==> src/design/rsfo_map.svh <==
`ifndef RSFO_MAP_SVH
`define RSFO_MAP_SVH
// option register offsets
`define RSFO_ADDR_SEQ     8'h79
`define RSFO_ADDR_SS      8'h7A
`define RSFO_ADDR_MISC    8'h7B
// reset values
`define RSFO_SEQ_RST      8'h00
`define RSFO_SS_RST       8'h00
`define RSFO_MISC_RST     8'h00
// writable bits, reserved bits stay zero
`define RSFO_SEQ_WMASK    8'hBF
`define RSFO_SS_WMASK     8'h07
`define RSFO_MISC_WMASK   8'hFF
// field positions
`define RSFO_ORDER_BIT    7
`define RSFO_TOFF_MSB     5
`define RSFO_TOFF_LSB     3
`define RSFO_TON_MSB      2
`define RSFO_TON_LSB      0
`define RSFO_SS_MSB       2
`define RSFO_SS_LSB       0
`define RSFO_FRSP_MSB     7
`define RSFO_FRSP_LSB     6
`define RSFO_UVF_MSB      5
`define RSFO_UVF_LSB      4
`define RSFO_PD_MSB       3
`define RSFO_PD_LSB       1
`define RSFO_PHASE_BIT    0
// fault response codes and retry limits
`define RSFO_FRSP_FOREVER 2'h0
`define RSFO_FRSP_FIVE    2'h1
`define RSFO_FRSP_TEN     2'h2
`define RSFO_FRSP_LATCH   2'h3
`define RSFO_RETRY_LIM1   4'h5
`define RSFO_RETRY_LIM2   4'hA
// spread spectrum codes and fixed dwells
`define RSFO_SS_OFF       3'h0
`define RSFO_SS_TWO_SLOPE 3'h1
`define RSFO_SS_RND_1_8   3'h2
`define RSFO_SS_RND_4_32  3'h3
`define RSFO_SS_TRIANGLE  3'h4
`define RSFO_SS_FIX4      3'h5
`define RSFO_SS_FIX8      3'h6
`define RSFO_SS_FIX24     3'h7
`define RSFO_DWELL_FIX4   6'h04
`define RSFO_DWELL_FIX8   6'h08
`define RSFO_DWELL_FIX24  6'h18
// clock rate and times in their own units
`define RSFO_CLK_MHZ      125
`define RSFO_DLY_STEP_US  500
`define RSFO_HICCUP_MS    200
`define RSFO_PD_MS        200
`define RSFO_UV_FIX_NS    2000
`define RSFO_UV_F1_US     10
`define RSFO_UV_F2_US     25
`define RSFO_UV_F3_US     45
`define RSFO_SW_FREQ_KHZ  2200
`define RSFO_TRI_MOD_HZ   8850
`define RSFO_TWO_MOD_HZ   9130
// derived cycle counts
`define RSFO_UV_FIX_CYC   (`RSFO_UV_FIX_NS * `RSFO_CLK_MHZ / 1000)
`define RSFO_UV_F1_CYC    (`RSFO_UV_F1_US * `RSFO_CLK_MHZ)
`define RSFO_UV_F2_CYC    (`RSFO_UV_F2_US * `RSFO_CLK_MHZ)
`define RSFO_SW_CYC       (`RSFO_CLK_MHZ * 1000 / `RSFO_SW_FREQ_KHZ)
`define RSFO_TRI_STEP_CYC (`RSFO_CLK_MHZ * 1000000 / (`RSFO_TRI_MOD_HZ * 32))
`define RSFO_TWO_UP_CYC   (`RSFO_CLK_MHZ * 1000000 / (`RSFO_TWO_MOD_HZ * 64))
`define RSFO_TWO_DN_CYC   (`RSFO_CLK_MHZ * 3000000 / (`RSFO_TWO_MOD_HZ * 64))
`endif

==> src/design/rsfo_pkg.sv <==
package rsfo_pkg;
   // sequencer states
   typedef enum logic [2:0] {
      ST_OFF,
      ST_UP,
      ST_ON,
      ST_DOWN,
      ST_HICCUP,
      ST_LATCHED
   } rsfo_state_e;
   // option register access request
   typedef struct packed {
      logic       wr;
      logic       rd;
      logic [7:0] addr;
      logic [7:0] wdata;
   } rsfo_reg_req_s;
   // long timer word
   typedef logic [24:0] rsfo_timer_t;
endpackage

==> src/design/rsfo_top.sv <==
`timescale 1ns/10ps
`include "rsfo_map.svh"
// What this block does
// (RQ1) order 0: start A, B, linear; stop linear, B, A
// (RQ2) order 1: start linear, A, B; stop B, A, linear
// (RQ3) bits 5:3 pick stop spacing 0, 0.5, 1 ... 32 ms
// (RQ4) bits 2:0 pick start spacing with the same table
// (RQ5) spread code 0 off, 1 two-slope 9.13 kHz, 4 triangle 8.85 kHz
// (RQ6) code 2: random frequency held 1 to 8 switching cycles
// (RQ7) code 3: random frequency held 4 to 32 cycles, steps of 4
// (RQ8) codes 5, 6, 7: random frequency held 4, 8, 24 cycles
// (RQ9) hiccup shuts the rails 200 ms then restarts
// (RQ10) response 0 retries without limit
// (RQ11) response 1 or 2 retries 5 or 10 times then latches off
// (RQ12) response 3 latches off at once, no restart
// (RQ13) clearing the latch bits restarts latched-off outputs
// (RQ14) undervoltage filter adds 0, 10, 25 or 45 us, all four outputs
// (RQ15) fixed 2 us undervoltage detection delay always applies
// (RQ16) clear disable bit gives 200 ms pull-down at rail shutoff
// (RQ17) phase bit clear runs rail B 180 degrees from high-voltage buck
// (RQ18) reserved option bits read zero and do nothing
module rsfo_top import rsfo_pkg::*; #(
   parameter int HALF_MS_CYC = `RSFO_DLY_STEP_US * `RSFO_CLK_MHZ,
   parameter int HICCUP_CYC  = `RSFO_HICCUP_MS * 1000 * `RSFO_CLK_MHZ,
   parameter int PD_CYC      = `RSFO_PD_MS * 1000 * `RSFO_CLK_MHZ,
   parameter int UV_F3_CYC   = `RSFO_UV_F3_US * `RSFO_CLK_MHZ
) (
   // clock and reset
   input  wire logic          clk,
   input  wire logic          nrst,
   // option register port
   input  wire rsfo_reg_req_s reg_req,
   output logic [7:0]         reg_rdata,
   // pins from the enable front end and monitors
   input  wire logic          seq_enable,
   input  wire logic [3:0]    uv_raw,
   input  wire logic [3:0]    fault_raw,
   // latch release from the fault-clear register
   input  wire logic          latch_clear,
   // rail controls, bit 0 rail A, bit 1 rail B, bit 2 linear
   output logic [2:0]         rail_en,
   output logic [2:0]         rail_pulldown,
   output logic               lv_b_phase_180,
   // spread spectrum
   output logic               ss_active,
   output logic [3:0]         ss_freq_sel,
   // status
   output logic [3:0]         uv_detect,
   output logic               latched_off,
   output logic [3:0]         retry_count
);

   logic        rst_s1;
   logic        rst_n;
   logic [8:0]  in_s1;
   logic [8:0]  in_s2;
   logic [7:0]  seq_opt;
   logic [7:0]  ss_opt;
   logic [7:0]  misc_opt;
   rsfo_state_e state;
   rsfo_state_e next_state;
   logic [1:0]  step;
   logic [1:0]  next_step;
   rsfo_timer_t timer;
   rsfo_timer_t next_timer;
   logic [2:0]  next_rail;
   logic [3:0]  next_retries;
   logic [5:0]  sw_cnt;
   logic [7:0]  lfsr;
   logic [5:0]  dwell;
   logic [9:0]  mod_cnt;
   logic [3:0]  level;
   logic        ramp_up;

   // reset release through two flops
   always_ff @(posedge clk or negedge nrst) begin
      if (!nrst) begin
         rst_s1 <= 1'b0;
         rst_n  <= 1'b0;
      end else begin
         rst_s1 <= 1'b1;
         rst_n  <= rst_s1;
      end
   end

   // pin synchronisers
   always_ff @(posedge clk or negedge rst_n) begin
      if (!rst_n) begin
         in_s1 <= 9'h000;
         in_s2 <= 9'h000;
      end else begin
         in_s1 <= {seq_enable, uv_raw, fault_raw};
         in_s2 <= in_s1;
      end
   end

   wire       en_s   = in_s2[8];
   wire [3:0] uv_s   = in_s2[7:4];
   wire [3:0] flt_s  = in_s2[3:0];

   // register decode
   wire sel_seq  = reg_req.addr == `RSFO_ADDR_SEQ;
   wire sel_ss   = reg_req.addr == `RSFO_ADDR_SS;
   wire sel_misc = reg_req.addr == `RSFO_ADDR_MISC;
   wire [7:0] rd_mux = sel_seq  ? seq_opt :
                       sel_ss   ? ss_opt :
                       sel_misc ? misc_opt : 8'h00;

   // option registers, reserved bits masked off
   always_ff @(posedge clk or negedge rst_n) begin
      if (!rst_n) begin
         seq_opt   <= `RSFO_SEQ_RST;
         ss_opt    <= `RSFO_SS_RST;
         misc_opt  <= `RSFO_MISC_RST;
         reg_rdata <= 8'h00;
      end else begin
         if (reg_req.wr && sel_seq) seq_opt <= reg_req.wdata & `RSFO_SEQ_WMASK;    // RQ18
         if (reg_req.wr && sel_ss) ss_opt <= reg_req.wdata & `RSFO_SS_WMASK;      // RQ18
         if (reg_req.wr && sel_misc) misc_opt <= reg_req.wdata & `RSFO_MISC_WMASK;
         if (reg_req.rd) reg_rdata <= rd_mux;
      end
   end

   // option fields
   wire       order1   = seq_opt[`RSFO_ORDER_BIT];
   wire [2:0] toff_cd  = seq_opt[`RSFO_TOFF_MSB:`RSFO_TOFF_LSB];
   wire [2:0] ton_cd   = seq_opt[`RSFO_TON_MSB:`RSFO_TON_LSB];
   wire [2:0] ss_cd    = ss_opt[`RSFO_SS_MSB:`RSFO_SS_LSB];
   wire [1:0] frsp_cd  = misc_opt[`RSFO_FRSP_MSB:`RSFO_FRSP_LSB];
   wire [1:0] uvf_cd   = misc_opt[`RSFO_UVF_MSB:`RSFO_UVF_LSB];
   wire [2:0] pd_dis   = misc_opt[`RSFO_PD_MSB:`RSFO_PD_LSB];

   assign lv_b_phase_180 = ~misc_opt[`RSFO_PHASE_BIT];                          // RQ17
   assign latched_off    = state == ST_LATCHED;

   // spacing between sequence steps: 0, then 0.5 ms doubling
   function automatic rsfo_timer_t step_delay(input logic [2:0] code);
      step_delay = (code == 3'h0) ? 25'h000_0000 : 25'(HALF_MS_CYC) << (code - 3'h1);
   endfunction

   // one-hot rail for a step; stopping walks the start order backwards
   function automatic logic [2:0] rail_at(input logic ord, input logic up,
                                          input logic [1:0] stp);
      logic [1:0] idx;
      idx = up ? stp : 2'h2 - stp;
      if (ord)
         rail_at = (idx == 2'h0) ? 3'h4 : (idx == 2'h1) ? 3'h1 : 3'h2;          // RQ2
      else
         rail_at = (idx == 2'h0) ? 3'h1 : (idx == 2'h1) ? 3'h2 : 3'h4;          // RQ1
   endfunction

   // undervoltage recognition threshold
   wire [12:0] uv_thr = (uvf_cd == 2'h0) ? 13'(`RSFO_UV_FIX_CYC) :              // RQ15
                        (uvf_cd == 2'h1) ? 13'(`RSFO_UV_FIX_CYC + `RSFO_UV_F1_CYC) :
                        (uvf_cd == 2'h2) ? 13'(`RSFO_UV_FIX_CYC + `RSFO_UV_F2_CYC) :
                                           13'(`RSFO_UV_FIX_CYC + UV_F3_CYC);   // RQ14

   // per-output undervoltage filter, bit 3 high-voltage buck
   genvar gi;
   generate
      for (gi = 0; gi < 4; gi++) begin : g_uv
         logic [12:0] cnt;
         always_ff @(posedge clk or negedge rst_n) begin
            if (!rst_n) begin
               cnt           <= 13'h0000;
               uv_detect[gi] <= 1'b0;
            end else if (!uv_s[gi]) begin
               cnt           <= 13'h0000;
               uv_detect[gi] <= 1'b0;
            end else if (cnt >= uv_thr) begin
               uv_detect[gi] <= 1'b1;                                           // RQ14
            end else begin
               cnt <= cnt + 13'h0001;
            end
         end
      end
   endgenerate

   // faults only count on outputs that are running
   wire       hv_mon    = (state == ST_UP) || (state == ST_ON);
   wire [3:0] armed     = {hv_mon, rail_en & {3{hv_mon}}};
   wire       fault_hit = |((uv_detect | flt_s) & armed);
   wire [3:0] retry_lim = (frsp_cd == `RSFO_FRSP_FIVE) ? `RSFO_RETRY_LIM1 : `RSFO_RETRY_LIM2;
   wire       go_latch  = (frsp_cd == `RSFO_FRSP_LATCH) ||                        // RQ12
                          ((frsp_cd != `RSFO_FRSP_FOREVER) && (retry_count >= retry_lim));

   // sequencer next state
   always_comb begin
      next_state   = state;
      next_step    = step;
      next_timer   = (timer == 25'h000_0000) ? timer : timer - 25'h000_0001;
      next_rail    = rail_en;
      next_retries = retry_count;
      if (fault_hit) begin
         next_rail = 3'h0;
         if (go_latch) begin
            next_state = ST_LATCHED;                                            // RQ11
         end else begin
            next_state = ST_HICCUP;                                             // RQ9
            next_timer = 25'(HICCUP_CYC);
            if (retry_count != 4'hF) next_retries = retry_count + 4'h1;          // RQ10
         end
      end else begin
         unique case (state)
            ST_OFF: begin
               if (en_s) begin
                  next_state   = ST_UP;
                  next_step    = 2'h0;
                  next_timer   = 25'h000_0000;
                  next_retries = 4'h0;
               end
            end
            ST_UP: begin
               if (!en_s) begin
                  next_state = ST_DOWN;
                  next_step  = 2'h0;
                  next_timer = 25'h000_0000;
               end else if (timer == 25'h000_0000) begin
                  next_rail = rail_en | rail_at(order1, 1'b1, step);
                  if (step == 2'h2) begin
                     next_state = ST_ON;
                  end else begin
                     next_step  = step + 2'h1;
                     next_timer = step_delay(ton_cd);                           // RQ4
                  end
               end
            end
            ST_ON: begin
               if (!en_s) begin
                  next_state = ST_DOWN;
                  next_step  = 2'h0;
                  next_timer = 25'h000_0000;
               end
            end
            ST_DOWN: begin
               if (timer == 25'h000_0000) begin
                  next_rail = rail_en & ~rail_at(order1, 1'b0, step);
                  if (step == 2'h2) begin
                     next_state = ST_OFF;
                  end else begin
                     next_step  = step + 2'h1;
                     next_timer = step_delay(toff_cd);                          // RQ3
                  end
               end
            end
            ST_HICCUP: begin
               if (timer == 25'h000_0000) begin
                  next_state = en_s ? ST_UP : ST_OFF;                           // RQ9
                  next_step  = 2'h0;
               end
            end
            ST_LATCHED: begin
               if (latch_clear) begin
                  next_state   = en_s ? ST_UP : ST_OFF;                         // RQ13
                  next_step    = 2'h0;
                  next_timer   = 25'h000_0000;
                  next_retries = 4'h0;
               end
            end
         endcase
      end
   end

   // sequencer registers
   always_ff @(posedge clk or negedge rst_n) begin
      if (!rst_n) begin
         state       <= ST_OFF;
         step        <= 2'h0;
         timer       <= 25'h000_0000;
         rail_en     <= 3'h0;
         retry_count <= 4'h0;
      end else begin
         state       <= next_state;
         step        <= next_step;
         timer       <= next_timer;
         rail_en     <= next_rail;
         retry_count <= next_retries;
      end
   end

   // pull-down timer per low-voltage rail
   generate
      for (gi = 0; gi < 3; gi++) begin : g_pd
         rsfo_timer_t pd_cnt;
         wire         turn_off = rail_en[gi] && !next_rail[gi];
         wire         turn_on  = !rail_en[gi] && next_rail[gi];
         always_ff @(posedge clk or negedge rst_n) begin
            if (!rst_n) begin
               pd_cnt            <= 25'h000_0000;
               rail_pulldown[gi] <= 1'b0;
            end else if (turn_off && !pd_dis[gi]) begin
               pd_cnt            <= 25'(PD_CYC);                                // RQ16
               rail_pulldown[gi] <= 1'b1;
            end else if (turn_on || pd_cnt <= 25'h000_0001) begin
               pd_cnt            <= 25'h000_0000;
               rail_pulldown[gi] <= 1'b0;
            end else begin
               pd_cnt <= pd_cnt - 25'h000_0001;
            end
         end
      end
   endgenerate

   // spread spectrum mode decode
   wire       sw_tick   = sw_cnt == 6'(`RSFO_SW_CYC - 1);
   wire       ramp_mode = (ss_cd == `RSFO_SS_TWO_SLOPE) || (ss_cd == `RSFO_SS_TRIANGLE);
   wire       rand_mode = !ramp_mode && (ss_cd != `RSFO_SS_OFF);
   wire [9:0] mod_int   = (ss_cd == `RSFO_SS_TRIANGLE) ? 10'(`RSFO_TRI_STEP_CYC) :
                          ramp_up ? 10'(`RSFO_TWO_UP_CYC) : 10'(`RSFO_TWO_DN_CYC);
   wire       mod_tick  = mod_cnt >= mod_int - 10'h001;
   wire [5:0] rnd_low   = {3'h0, lfsr[2:0]} + 6'h01;
   wire [5:0] new_dwell = (ss_cd == `RSFO_SS_RND_1_8)  ? rnd_low :               // RQ6
                          (ss_cd == `RSFO_SS_RND_4_32) ? {rnd_low[3:0], 2'h0} :  // RQ7
                          (ss_cd == `RSFO_SS_FIX4)     ? `RSFO_DWELL_FIX4 :      // RQ8
                          (ss_cd == `RSFO_SS_FIX8)     ? `RSFO_DWELL_FIX8 :
                                                         `RSFO_DWELL_FIX24;
   wire [7:0] next_lfsr = {lfsr[6:0], lfsr[7] ^ lfsr[5] ^ lfsr[4] ^ lfsr[3]};

   assign ss_active = ss_cd != `RSFO_SS_OFF;                                     // RQ5

   // switching cycle tick and random dwell
   always_ff @(posedge clk or negedge rst_n) begin
      if (!rst_n) begin
         sw_cnt <= 6'h00;
         lfsr   <= 8'h01;
         dwell  <= 6'h00;
      end else begin
         sw_cnt <= sw_tick ? 6'h00 : sw_cnt + 6'h01;
         if (sw_tick) begin
            lfsr  <= next_lfsr;
            dwell <= (dwell <= 6'h01) ? new_dwell : dwell - 6'h01;
         end
      end
   end

   // modulation ramp and frequency select
   always_ff @(posedge clk or negedge rst_n) begin
      if (!rst_n) begin
         mod_cnt     <= 10'h000;
         level       <= 4'h0;
         ramp_up     <= 1'b1;
         ss_freq_sel <= 4'h0;
      end else begin
         mod_cnt <= (mod_tick || !ramp_mode) ? 10'h000 : mod_cnt + 10'h001;
         if (ramp_mode && mod_tick) begin
            level   <= ramp_up ? level + 4'h1 : level - 4'h1;
            ramp_up <= ramp_up ? (level != 4'hE) : (level == 4'h1);
         end
         if (!ss_active)
            ss_freq_sel <= 4'h0;                                                 // RQ5
         else if (ramp_mode)
            ss_freq_sel <= level;                                                // RQ5
         else if (rand_mode && sw_tick && dwell <= 6'h01)
            ss_freq_sel <= lfsr[7:4];                                            // RQ6
      end
   end

endmodule

==> config.mk <==
export PLATFORM = sky130hd
export DESIGN_NAME = rsfo_top
export DESIGN_NICKNAME = d
export VERILOG_FILES = /design/src/design/rsfo_pkg.sv /design/src/design/rsfo_top.sv
export VERILOG_INCLUDE_DIRS = /design/src /design/src/design
export SDC_FILE = /design/constraint.sdc
export NUM_CORES = 1
export LEC_CHECK = 0
export ABC_AREA = 0
export ABC_CLOCK_PERIOD_IN_PS = 18950
export BUFFER_PORTS_ARGS = -buffer_cell sky130_fd_sc_hd__buf_2
export CAP_MARGIN = 25
export CORE_MARGIN = 5
export CORE_UTILIZATION = 50
export DETAILED_ROUTE_END_ITERATION = 16
export GPL_ROUTABILITY_DRIVEN = 0
export PLACE_DENSITY = 0.77
export SYNTH_ARGS = -nofsm -noshare
export SYNTH_HDL_FRONTEND = slang
export SYNTH_SLANG_ARGS = --single-unit
==> constraint.sdc <==
create_clock -name clk -period 18.95 [get_ports clk]
set_input_delay 1.895 -clock clk [delete_from_list [all_inputs] [get_ports clk]]
set_output_delay 1.895 -clock clk [all_outputs]
set_load 0.02 [all_outputs]
[After elaboration in Yosys (flattened, before gate mapping)]
Cells that the tools add are included.
Storage, ports and cells
  output and inout bits: 29
  bits of input ports: 30
  memory bits (read-only): 0
  flip-flop bits (word level): 256
  memories: 0
  word-level logic and storage cells: 288
  bits in writable memories: 0
  bits in latches: 0
Operators by class
  muxes and demuxes: 112
  shifts and indexed selects: 2
  magnitude comparators: 10
  $mul: 0
  reduce and logical (&&, ||, !) cells: 51
  $add $sub $neg: 20
  equality and inequality tests: 48
  bitwise operators: 11
  divide/modulo/power cells: 0
Operators by type and width (count)
  two-way mux 25 bit: 19
  two-way mux 13 bit: 11
  case mux 25 bit (5 select lines): 1
  subtractor 25 x 1 -> 25 bit, second input constant: 4
  two-way mux 3 bit: 29
  less-or-equal comparator 25 x 1 -> 1 bit, second input constant: 3
  adder 13 x 1 -> 13 bit, second input constant: 4
  >= comparator 13 bit: 4
  << shifter 16 x 3 -> 25 bit, first input constant: 2
  two-way mux 4 bit: 10
  two-way mux 10 bit: 3
  logical NOT 25 bit: 1
  equality test 8 x 7 -> 1 bit, second input constant: 3
  two-way mux 6 bit: 4
  two-way mux 8 bit: 3
  two-way mux 2 bit: 9
  != test 2 bit, second input constant: 9
  case mux 3 bit (6 select lines): 1
  logical AND 1 bit: 17
  two-way mux 1 bit: 17
  equality test 3 bit, second input constant: 5
  != test 3 bit, second input constant: 5
  equality test 3 x 2 -> 1 bit, second input constant: 4
  case mux 2 bit (6 select lines): 1
  42 further kinds: 85

[Logic depth before layout (Yosys ltp)]
Gate-level depths: netlist (run 1).
  depth in word-level cells: 17
  mapped depth: 13
  mapped depth without buffers: 12

[Worst setup path before layout (run 1)]
OpenSTA, ideal clock, no wires.
  path type: input port to flip-flop
  start: input latch_clear
  end: register timer[10]
  slack: 15.483 ns
  arrival time: 3.329 ns
  stages: 8
  data required time: 18.812 ns
  path through: inv_1 a31oi_1 nor2_1 nor3_1 o21a_1 or2_2 clkbuf_1 o22ai_1
Between the ends
  cells in the longest elaborated chain, start to end: 3
Ends and longest elaborated chain
  start: declaration: RTL line rsfo_top.sv:39  | input wire logic latch_clear,
  two-way mux 25 bit: RTL line rsfo_top.sv:253  | if (latch_clear) begin
  case mux 25 bit (5 select lines): RTL line rsfo_top.sv:204  | unique case (state)
  two-way mux 25 bit: RTL line rsfo_top.sv:194  | if (fault_hit) begin
  named net next_timer[10]: RTL line rsfo_top.sv:65  | rsfo_timer_t next_timer;
  end signal: assignment: RTL line rsfo_top.sv:275  | timer <= next_timer;
  end: declaration: RTL line rsfo_top.sv:64  | rsfo_timer_t timer;
The timed path passes the listed nets, and every way through them passes these cells.
A chain may end at the register's enable or synchronous reset.

[Final worst setup path (run 1)]
  start: register timer[0]
  end: register g_pd[1].pd_cnt[3]
Between the ends
  cells in the longest elaborated chain, start to end: 9
  elaborated cells between the ends (all ways): 13
  classes of those cells: 7 x mux; 6 x reduce/logical
Ends and longest elaborated chain
  logical NOT 25 bit *: RTL line rsfo_top.sv:218, rsfo_top.sv:236
  two-way mux 3 bit: RTL line rsfo_top.sv:218  | end else if (timer == 25'h000_0000) begin
  two-way mux 3 bit: RTL line rsfo_top.sv:214  | if (!en_s) begin
  case mux 3 bit (2 select lines) *: RTL line rsfo_top.sv:204
  two-way mux 3 bit *: RTL line rsfo_top.sv:194
  logical AND 1 bit / logical NOT 1 bit (equally long branches): RTL line rsfo_top.sv:286, rsfo_top.sv:285
  logical OR 1 bit / logical AND 1 bit (equally long branches): RTL line rsfo_top.sv:294, rsfo_top.sv:285
  two-way mux 25 bit / logical AND 1 bit (equally long branches): RTL line rsfo_top.sv:294, rsfo_top.sv:291
  two-way mux 25 bit *: RTL line rsfo_top.sv:291  | end else if (turn_off && !pd_dis[gi]) begin
  end signal: assignment: RTL line rsfo_top.sv:292  | pd_cnt <= 25'(PD_CYC);
  end signal: assignment: RTL line rsfo_top.sv:298  | pd_cnt <= pd_cnt - 25'h000_0001;
  end: declaration: RTL line rsfo_top.sv:284  | rsfo_timer_t pd_cnt;
Mark *: on every way between the ends. The rest lies on a longest branch, timed or not.

==> flow_summary.ini, run 1 <==
[status]
status = finished clean

[placed_design]
port_buffers = 58
hpwl_um = 22100

[grt]
grt_usage_pct = 19.1
grt_pass1_wl_um = 54800
grt_pass1_vias = 11200
overflow = 0
grt_max_degree = 180
antenna_found_initial = 1

[drt]
post_drt_wl_per_cell_um = 15.8
wirelength_um = 32000
drc = 0
drt_iter0_markers = 895
drt_pass1_iterations = 5
drtAntennaViolNets = 0
num_vias = 11600
viasPerCell = 5.71

[cts]
clk_path_buf_depth = 3
cts_hold_buf = 0
numCtsBuffers = 29
htreeDepth = 1
cts_sinks = 256
cts_resized = 0
clk_pin_slew_worst_paths_ns = 0.06
cts_tree = yes
clk_latency_ns = 0.54
cts_setup_buffers = 0
cts_root_buffer = clkbuf_16

[setup_path]
crit_fanout = 14
crit_type = reg -> reg
cp-start-kind = flop
r2r_cells = 9
cp_data_required_time_ns = 19.34
cp.arrival_ns = 4.19
cp-end-kind = flop

[layout]
antenna-diode-count = 0
layout_common_cells = 253 x dfrtp_1, 154 x nand2_1, 148 x nor2_1
final_core_util_pct = 56.7
layout_commonest_cell = dfrtp_1
fin_nets = 1759
syn2layout_area_growth_pct = 11.4
final.fill_count = 2500
drive_gt1_share_pct = 8.95

[die]
die_area_um2 = 32900
fp.dieH_um = 181
core_um2 = 28900
die_w_um = 181
rows = 62
initial_core_util_pct = 50.9
num_io_pins = 59

[sta]
period_minus_slack_ns = 3.79
finalHoldViolCount = 0
maxSlewHeadroom_pct = 35.4
worst_clock_skew_ns = 0.0189
setup_tns_ns = 0
setup_viol = 0
fmax_mhz = 264
rsz0062_at_grt = false
fin_crit_sh_pct = 20.0
worst_pin_slew_ns = 0.969
finalMaxSlewViolations = 0

[logic_synthesis]
synth.avg_cell_area_um2 = 9.32
synthesis.area_um2 = 14700
syn_inst = 1576
syn-num-nets = 1714
synth_edf_count = 0
synth_area_leaders = dfrtp_1 43%, ha_1 9.2%, xnor2_1 4.2%, nand2_1 3.9%, xor2_1 3.9%
ys_ff_latch = 256
synth_top_area_share_pct = 43.3
synthFlopType = dfrtp_1
seq_area_frac_synth_pct = 43.6
synth-async-reset-ratio_pct = 100
yosysUniqueCellTypes = 65
yosys.area.top_type = dfrtp_1
ys_warn_count = 0

[power_and_ir_drop]
vdd_drop_max_v = 0.0000936
seqPwrFrac_pct = 42.5
internal_power_mw = 1.22
power_switching_share_pct = 33.6
p_leak_nw = 7.40
pwr-share-comb_pct = 25.9
p_sw_mw = 0.615
powerDensity_nw_per_um2 = 112
clockPowerShare_pct = 31.6

[hold_path]
worstHoldPathType = reg -> async

[job]
drv_cap = 0
==> registers in the layout, indices dropped and copies added, names as in the netlist, 3 cells and up <==
register,cells
dwell,6
g_pd.pd_cnt,75
g_uv.cnt,52
in_s1,9
in_s2,9
level,4
lfsr,8
misc_opt,8
mod_cnt,10
rail_en,3
rail_pulldown,3
reg_rdata,8
retry_count,4
seq_opt,7
ss_freq_sel,4
ss_opt,3
state,3
sw_cnt,6
timer,25
uv_detect,4
==> through the flow <==
stage / power [mW] / cells / setup WS, ns / instance area [um^2] / hold slack (ns)
floorplan: 1.13 / 1576 / 11.29 / 14700 / 0.331
global placement: 1.23 / 1970 / 15.24 / 15300 / 0.331
detailed placement: 1.25 / 1972 / 15.17 / 15300 / 0.336
CTS: 1.84 / 2024 / 15.15 / 16300 / 0.351
global route: 1.95 / 2026 / 14.89 / 16400 / 0.211
finish: 1.83 / 2026 / 15.16 / 16400 / 0.191
==> cell families (layout without fill, tap and decap cells) <==
logic type,Yosys count,count (layout),share of synthesized area (%)
flops,256,256,43.6
xor+xnor,135,135,8.05
buf+inv,123,189,3.23
mux,27,27,1.96
other cells,1,1,0.0255
compound gates,321,321,13.7
simple gates,605,605,20.2
fa+ha+maj,108,108,9.20
==> path summary, 6_finish.rpt <==
kind	slack [ns]	end	start
setup / recovery	15.16	g_pd[1].pd_cnt[3]	timer[0]
max in group asynchronous	17.52	g_pd[2].pd_cnt[13]	rst_n
hold reg to reg	0.19	seq_opt[1]	rst_n
setup reg to reg	15.16	g_pd[1].pd_cnt[3]	timer[0]
hold / removal	0.19	seq_opt[1]	rst_n
min in group clk	0.35	in_s2[6]	in_s1[6]
==> Yosys cell counts (10+ instances only) <==
| master | count |
|---|---|
| dfrtp_1 | 254 |
| nor3_1 | 51 |
| a21o_1 | 13 |
| nor4_1 | 19 |
| a31oi_1 | 11 |
| inv_1 | 70 |
| nand4_1 | 14 |
| a22oi_1 | 10 |
| and2_1 | 38 |
| nor2b_1 | 17 |
| clkbuf_1 | 45 |
| o22ai_1 | 24 |
| o21ai_0 | 101 |
| nand2_1 | 154 |
| nand3_1 | 63 |
| or3_1 | 25 |
| xnor2_1 | 70 |
| nand2b_1 | 19 |
| xor2_1 | 65 |
| mux2i_1 | 13 |
| a21boi_0 | 13 |
| ha_1 | 108 |
| a21oi_1 | 74 |
| nor2_1 | 148 |
| o31ai_1 | 13 |
| mux2_2 | 14 |
| and3_1 | 13 |
==> area by class of cell <==
cell class	instances	area [um^2]	area share [%]
Multi-Input combinational cell	1197	7810	47.7
Sequential cell	256	6410	39.2
Clock buffer	43	878	5.37
Tap cell	384	480	2.94
Timing Repair Buffer	67	390	2.39
Inverter	70	263	1.61
Clock inverter	9	123	0.750
==> per-layer routing <==
layer | routed length (um) | share of wire [%] | global-route usage [%] | vias to the layer above
li1 | - | - | - | 5626
met1 | 15100 | 47 | 27.8 | 5629
met2 | 14600 | 46 | 30.6 | 269
met3 | 1690 | 5.3 | 3.36 | 49
met4 | 578 | 1.8 | 3.39 | 2
met5 | 8 | 0.025 | 0 | -
==> worst max-delay path, stage by stage (launching register included) <==
cell and delay (ns):
dfrtp_1 0.37, inv_1 0.09, ha_1 0.19, or3b_2 0.49, or4_4 0.45, or3_1 0.55
or3_4 0.49, o31ai_4 0.45, or2b_1 0.46, nor2_1 0.10
==> power by group through the flow <==
stage          combinational (mW)  clock (mW)  sequential (mW)
2_1_floorplan               0.366           0            0.765
3_3_place_gp                0.450           0            0.779
3_5_place_dp                0.466           0            0.784
4_1_cts                     0.471       0.589            0.778
5_1_grt                     0.538       0.616            0.794
6_report                    0.475       0.578            0.777
Power figures use the tool's default switching activity.
==> inputs of run 2 (changes only) <==
--- a/config.mk
+++ b/config.mk
@@ -7,7 +7,7 @@
 export NUM_CORES = 1
 export LEC_CHECK = 0
 export ABC_AREA = 0
-export ABC_CLOCK_PERIOD_IN_PS = 18950
+export ABC_CLOCK_PERIOD_IN_PS = 3900
 export BUFFER_PORTS_ARGS = -buffer_cell sky130_fd_sc_hd__buf_2
 export CAP_MARGIN = 25
 export CORE_MARGIN = 5
==> constraint.sdc (replaced) <==
create_clock -name clk -period 3.9 [get_ports clk]
set_input_delay 0.39 -clock clk [delete_from_list [all_inputs] [get_ports clk]]
set_output_delay 0.39 -clock clk [all_outputs]
set_load 0.02 [all_outputs]
==> run 2 against run 1 <==
  * Clock power rose to 4.7 times the previous value
  * Die area unchanged
  * Non-clock buffer count grew 24
==> flow_summary.ini, run 2 (synthesized netlist as in run 1, its figures left out) <==
[drt]
num_vias = 11600
drtAntennaViolNets = 0
viasPerCell = 5.67
post_drt_wl_per_cell_um = 15.8
drt_iter0_markers = 858
wirelength_um = 32400
drt_pass1_iterations = 7
drc = 0

[cts]
numCtsBuffers = 28
clk_pin_slew_worst_paths_ns = 0.06
cts_root_buffer = clkbuf_16
clk_path_buf_depth = 3
cts_tree = yes
cts_setup_buffers = 0
cts_resized = 0
htreeDepth = 1
cts_hold_buf = 10
clk_latency_ns = 0.54
cts_sinks = 256

[layout]
register_area_um2 = 6410
final.fill_count = 2486
layout_common_cells = 253 x dfrtp_1, 154 x nand2_1, 148 x nor2_1
layout_commonest_cell = dfrtp_1
fin_nets = 1782
syn2layout_area_growth_pct = 12.4
top_register = g_pd.pd_cnt
multi_input_area_um2 = 7810
largest_reg_flops = 75
drive_gt1_share_pct = 9.78
reg_top3 = g_pd.pd_cnt: 75 flops, g_uv.cnt: 52 flops, timer: 25 flops
final_cell_count_no_fill = 2051

[setup_path]
slowest_stage = or3_1
cp_data_required_time_ns = 4.30
cp.arrival_ns = 3.83
crit_type = reg -> reg
reg2reg_setup_slack_ns = 0.47
cpPeakStageDelay_ns = 0.52
cp-end-kind = flop
path_delay_family = simple AND/OR/NAND/NOR gates
path_cells = inv_1 -> ha_1 -> or3b_2 -> or4_4 -> or3_1 -> or3_4 -> o31ai_4 -> or2b_1 -> nor2_1
crit_fanout = 13
cp_num_buf_inv = 1
cp-start-kind = flop

[sta]
fin_crit_sh_pct = 88.0
period_minus_slack_ns = 3.43
setup_viol = 0
finalMaxSlewViolations = 0
worst_pin_slew_ns = 0.822
rsz0062_at_grt = false
worst_clock_skew_ns = 0.0135
finalHoldViolCount = 0
fmax_mhz = 291
setup_tns_ns = 0
maxSlewHeadroom_pct = 45.2

[power_and_ir_drop]
p_leak_nw = 7.47
vdd_drop_max_v = 0.000399
powerDensity_nw_per_um2 = 535

[grt]
global_route.usage.met3_pct = 3.88
grt-busiest-layer = met2
antenna_found_initial = 3
overflow = 0
grt_max_degree = 72
grt_pass1_vias = 11500
use_met2_pct = 31.8
gr-usage-met1_pct = 27.7
grt_pass1_wl_um = 56000
grt_usage_pct = 19.7

[die]
initial_core_util_pct = 50.9
rows = 62
fp.dieH_um = 181
core_um2 = 28900
num_io_pins = 59
die_area_um2 = 32900
die_w_um = 181

[hold_path]
worstHoldPathType = in -> reg

[placed_design]
hpwl_um = 23100
port_buffers = 58
dp_cells = 1987

[status]
status = finished clean

[job]
drv_cap = 0
## run 2: cell count changes in the layout (fill, tap and decap cells not counted), sizes merged
cell         before  now
diode             0    1
dlygate4sd3       0   10
clkinvlp          1    5
buf              67   81
clkbuf           43   36
bufinv            3    2
clkinv            5    9
## run 2: power breakdown
group	leakage, nW	internal (mW)	switching (mW)
combinational	3.72	0.986	1.37
sequential	3.29	3.21	0.588
clock	0.461	1.59	1.10
## run 2: worst paths after layout
| path | to | startpoint | depth (start not counted) |
|---|---|---|---|
| setup / recovery | g_pd[1].pd_cnt[2] | timer[0] | 9 |
| hold / removal | misc_opt[6] | reg_req[6] | 2 |
| setup reg to reg | g_pd[1].pd_cnt[2] | timer[0] | 9 |
| hold reg to reg | in_s2[4] | in_s1[4] | 0 |
| max in group asynchronous | g_pd[0].pd_cnt[10] | rst_n | 1 |
| min in group asynchronous | rst_n | nrst | 2 |
## run 2: metal layers
layer  share of wire, %  wire length, um
met1                 46            14900
met2                 46            14900
met3                6.0             1940
met4                2.1              683
met5              0.062               20
## run 2: final cells by class
cell class | count | area share, %
multi-input combinational | 1197 | 47.3
sequential | 256 | 38.8
clock buffer | 36 | 4.86
timing repair buffer | 91 | 3.56
tap | 384 | 2.91
inverter | 70 | 1.59
clock inverter | 16 | 0.932
antenna | 1 | 0.0152
## run 2: through the flow
stage	total power [mW]	setup WS (ns)	util (%)	instance area, um^2	hold slack, ns
final	8.84	0.469	57.2	16500	0.0952
after global routing	9.42	0.209	57.2	16500	0.0865
after CTS	8.90	0.462	57.2	16500	0.0690
after detailed placement	6.14	0.500	53.5	15400	0.182
after global placement	6.03	0.588	53.5	15400	0.179
after floorplan	5.49	0.960	-	14700	0.0944
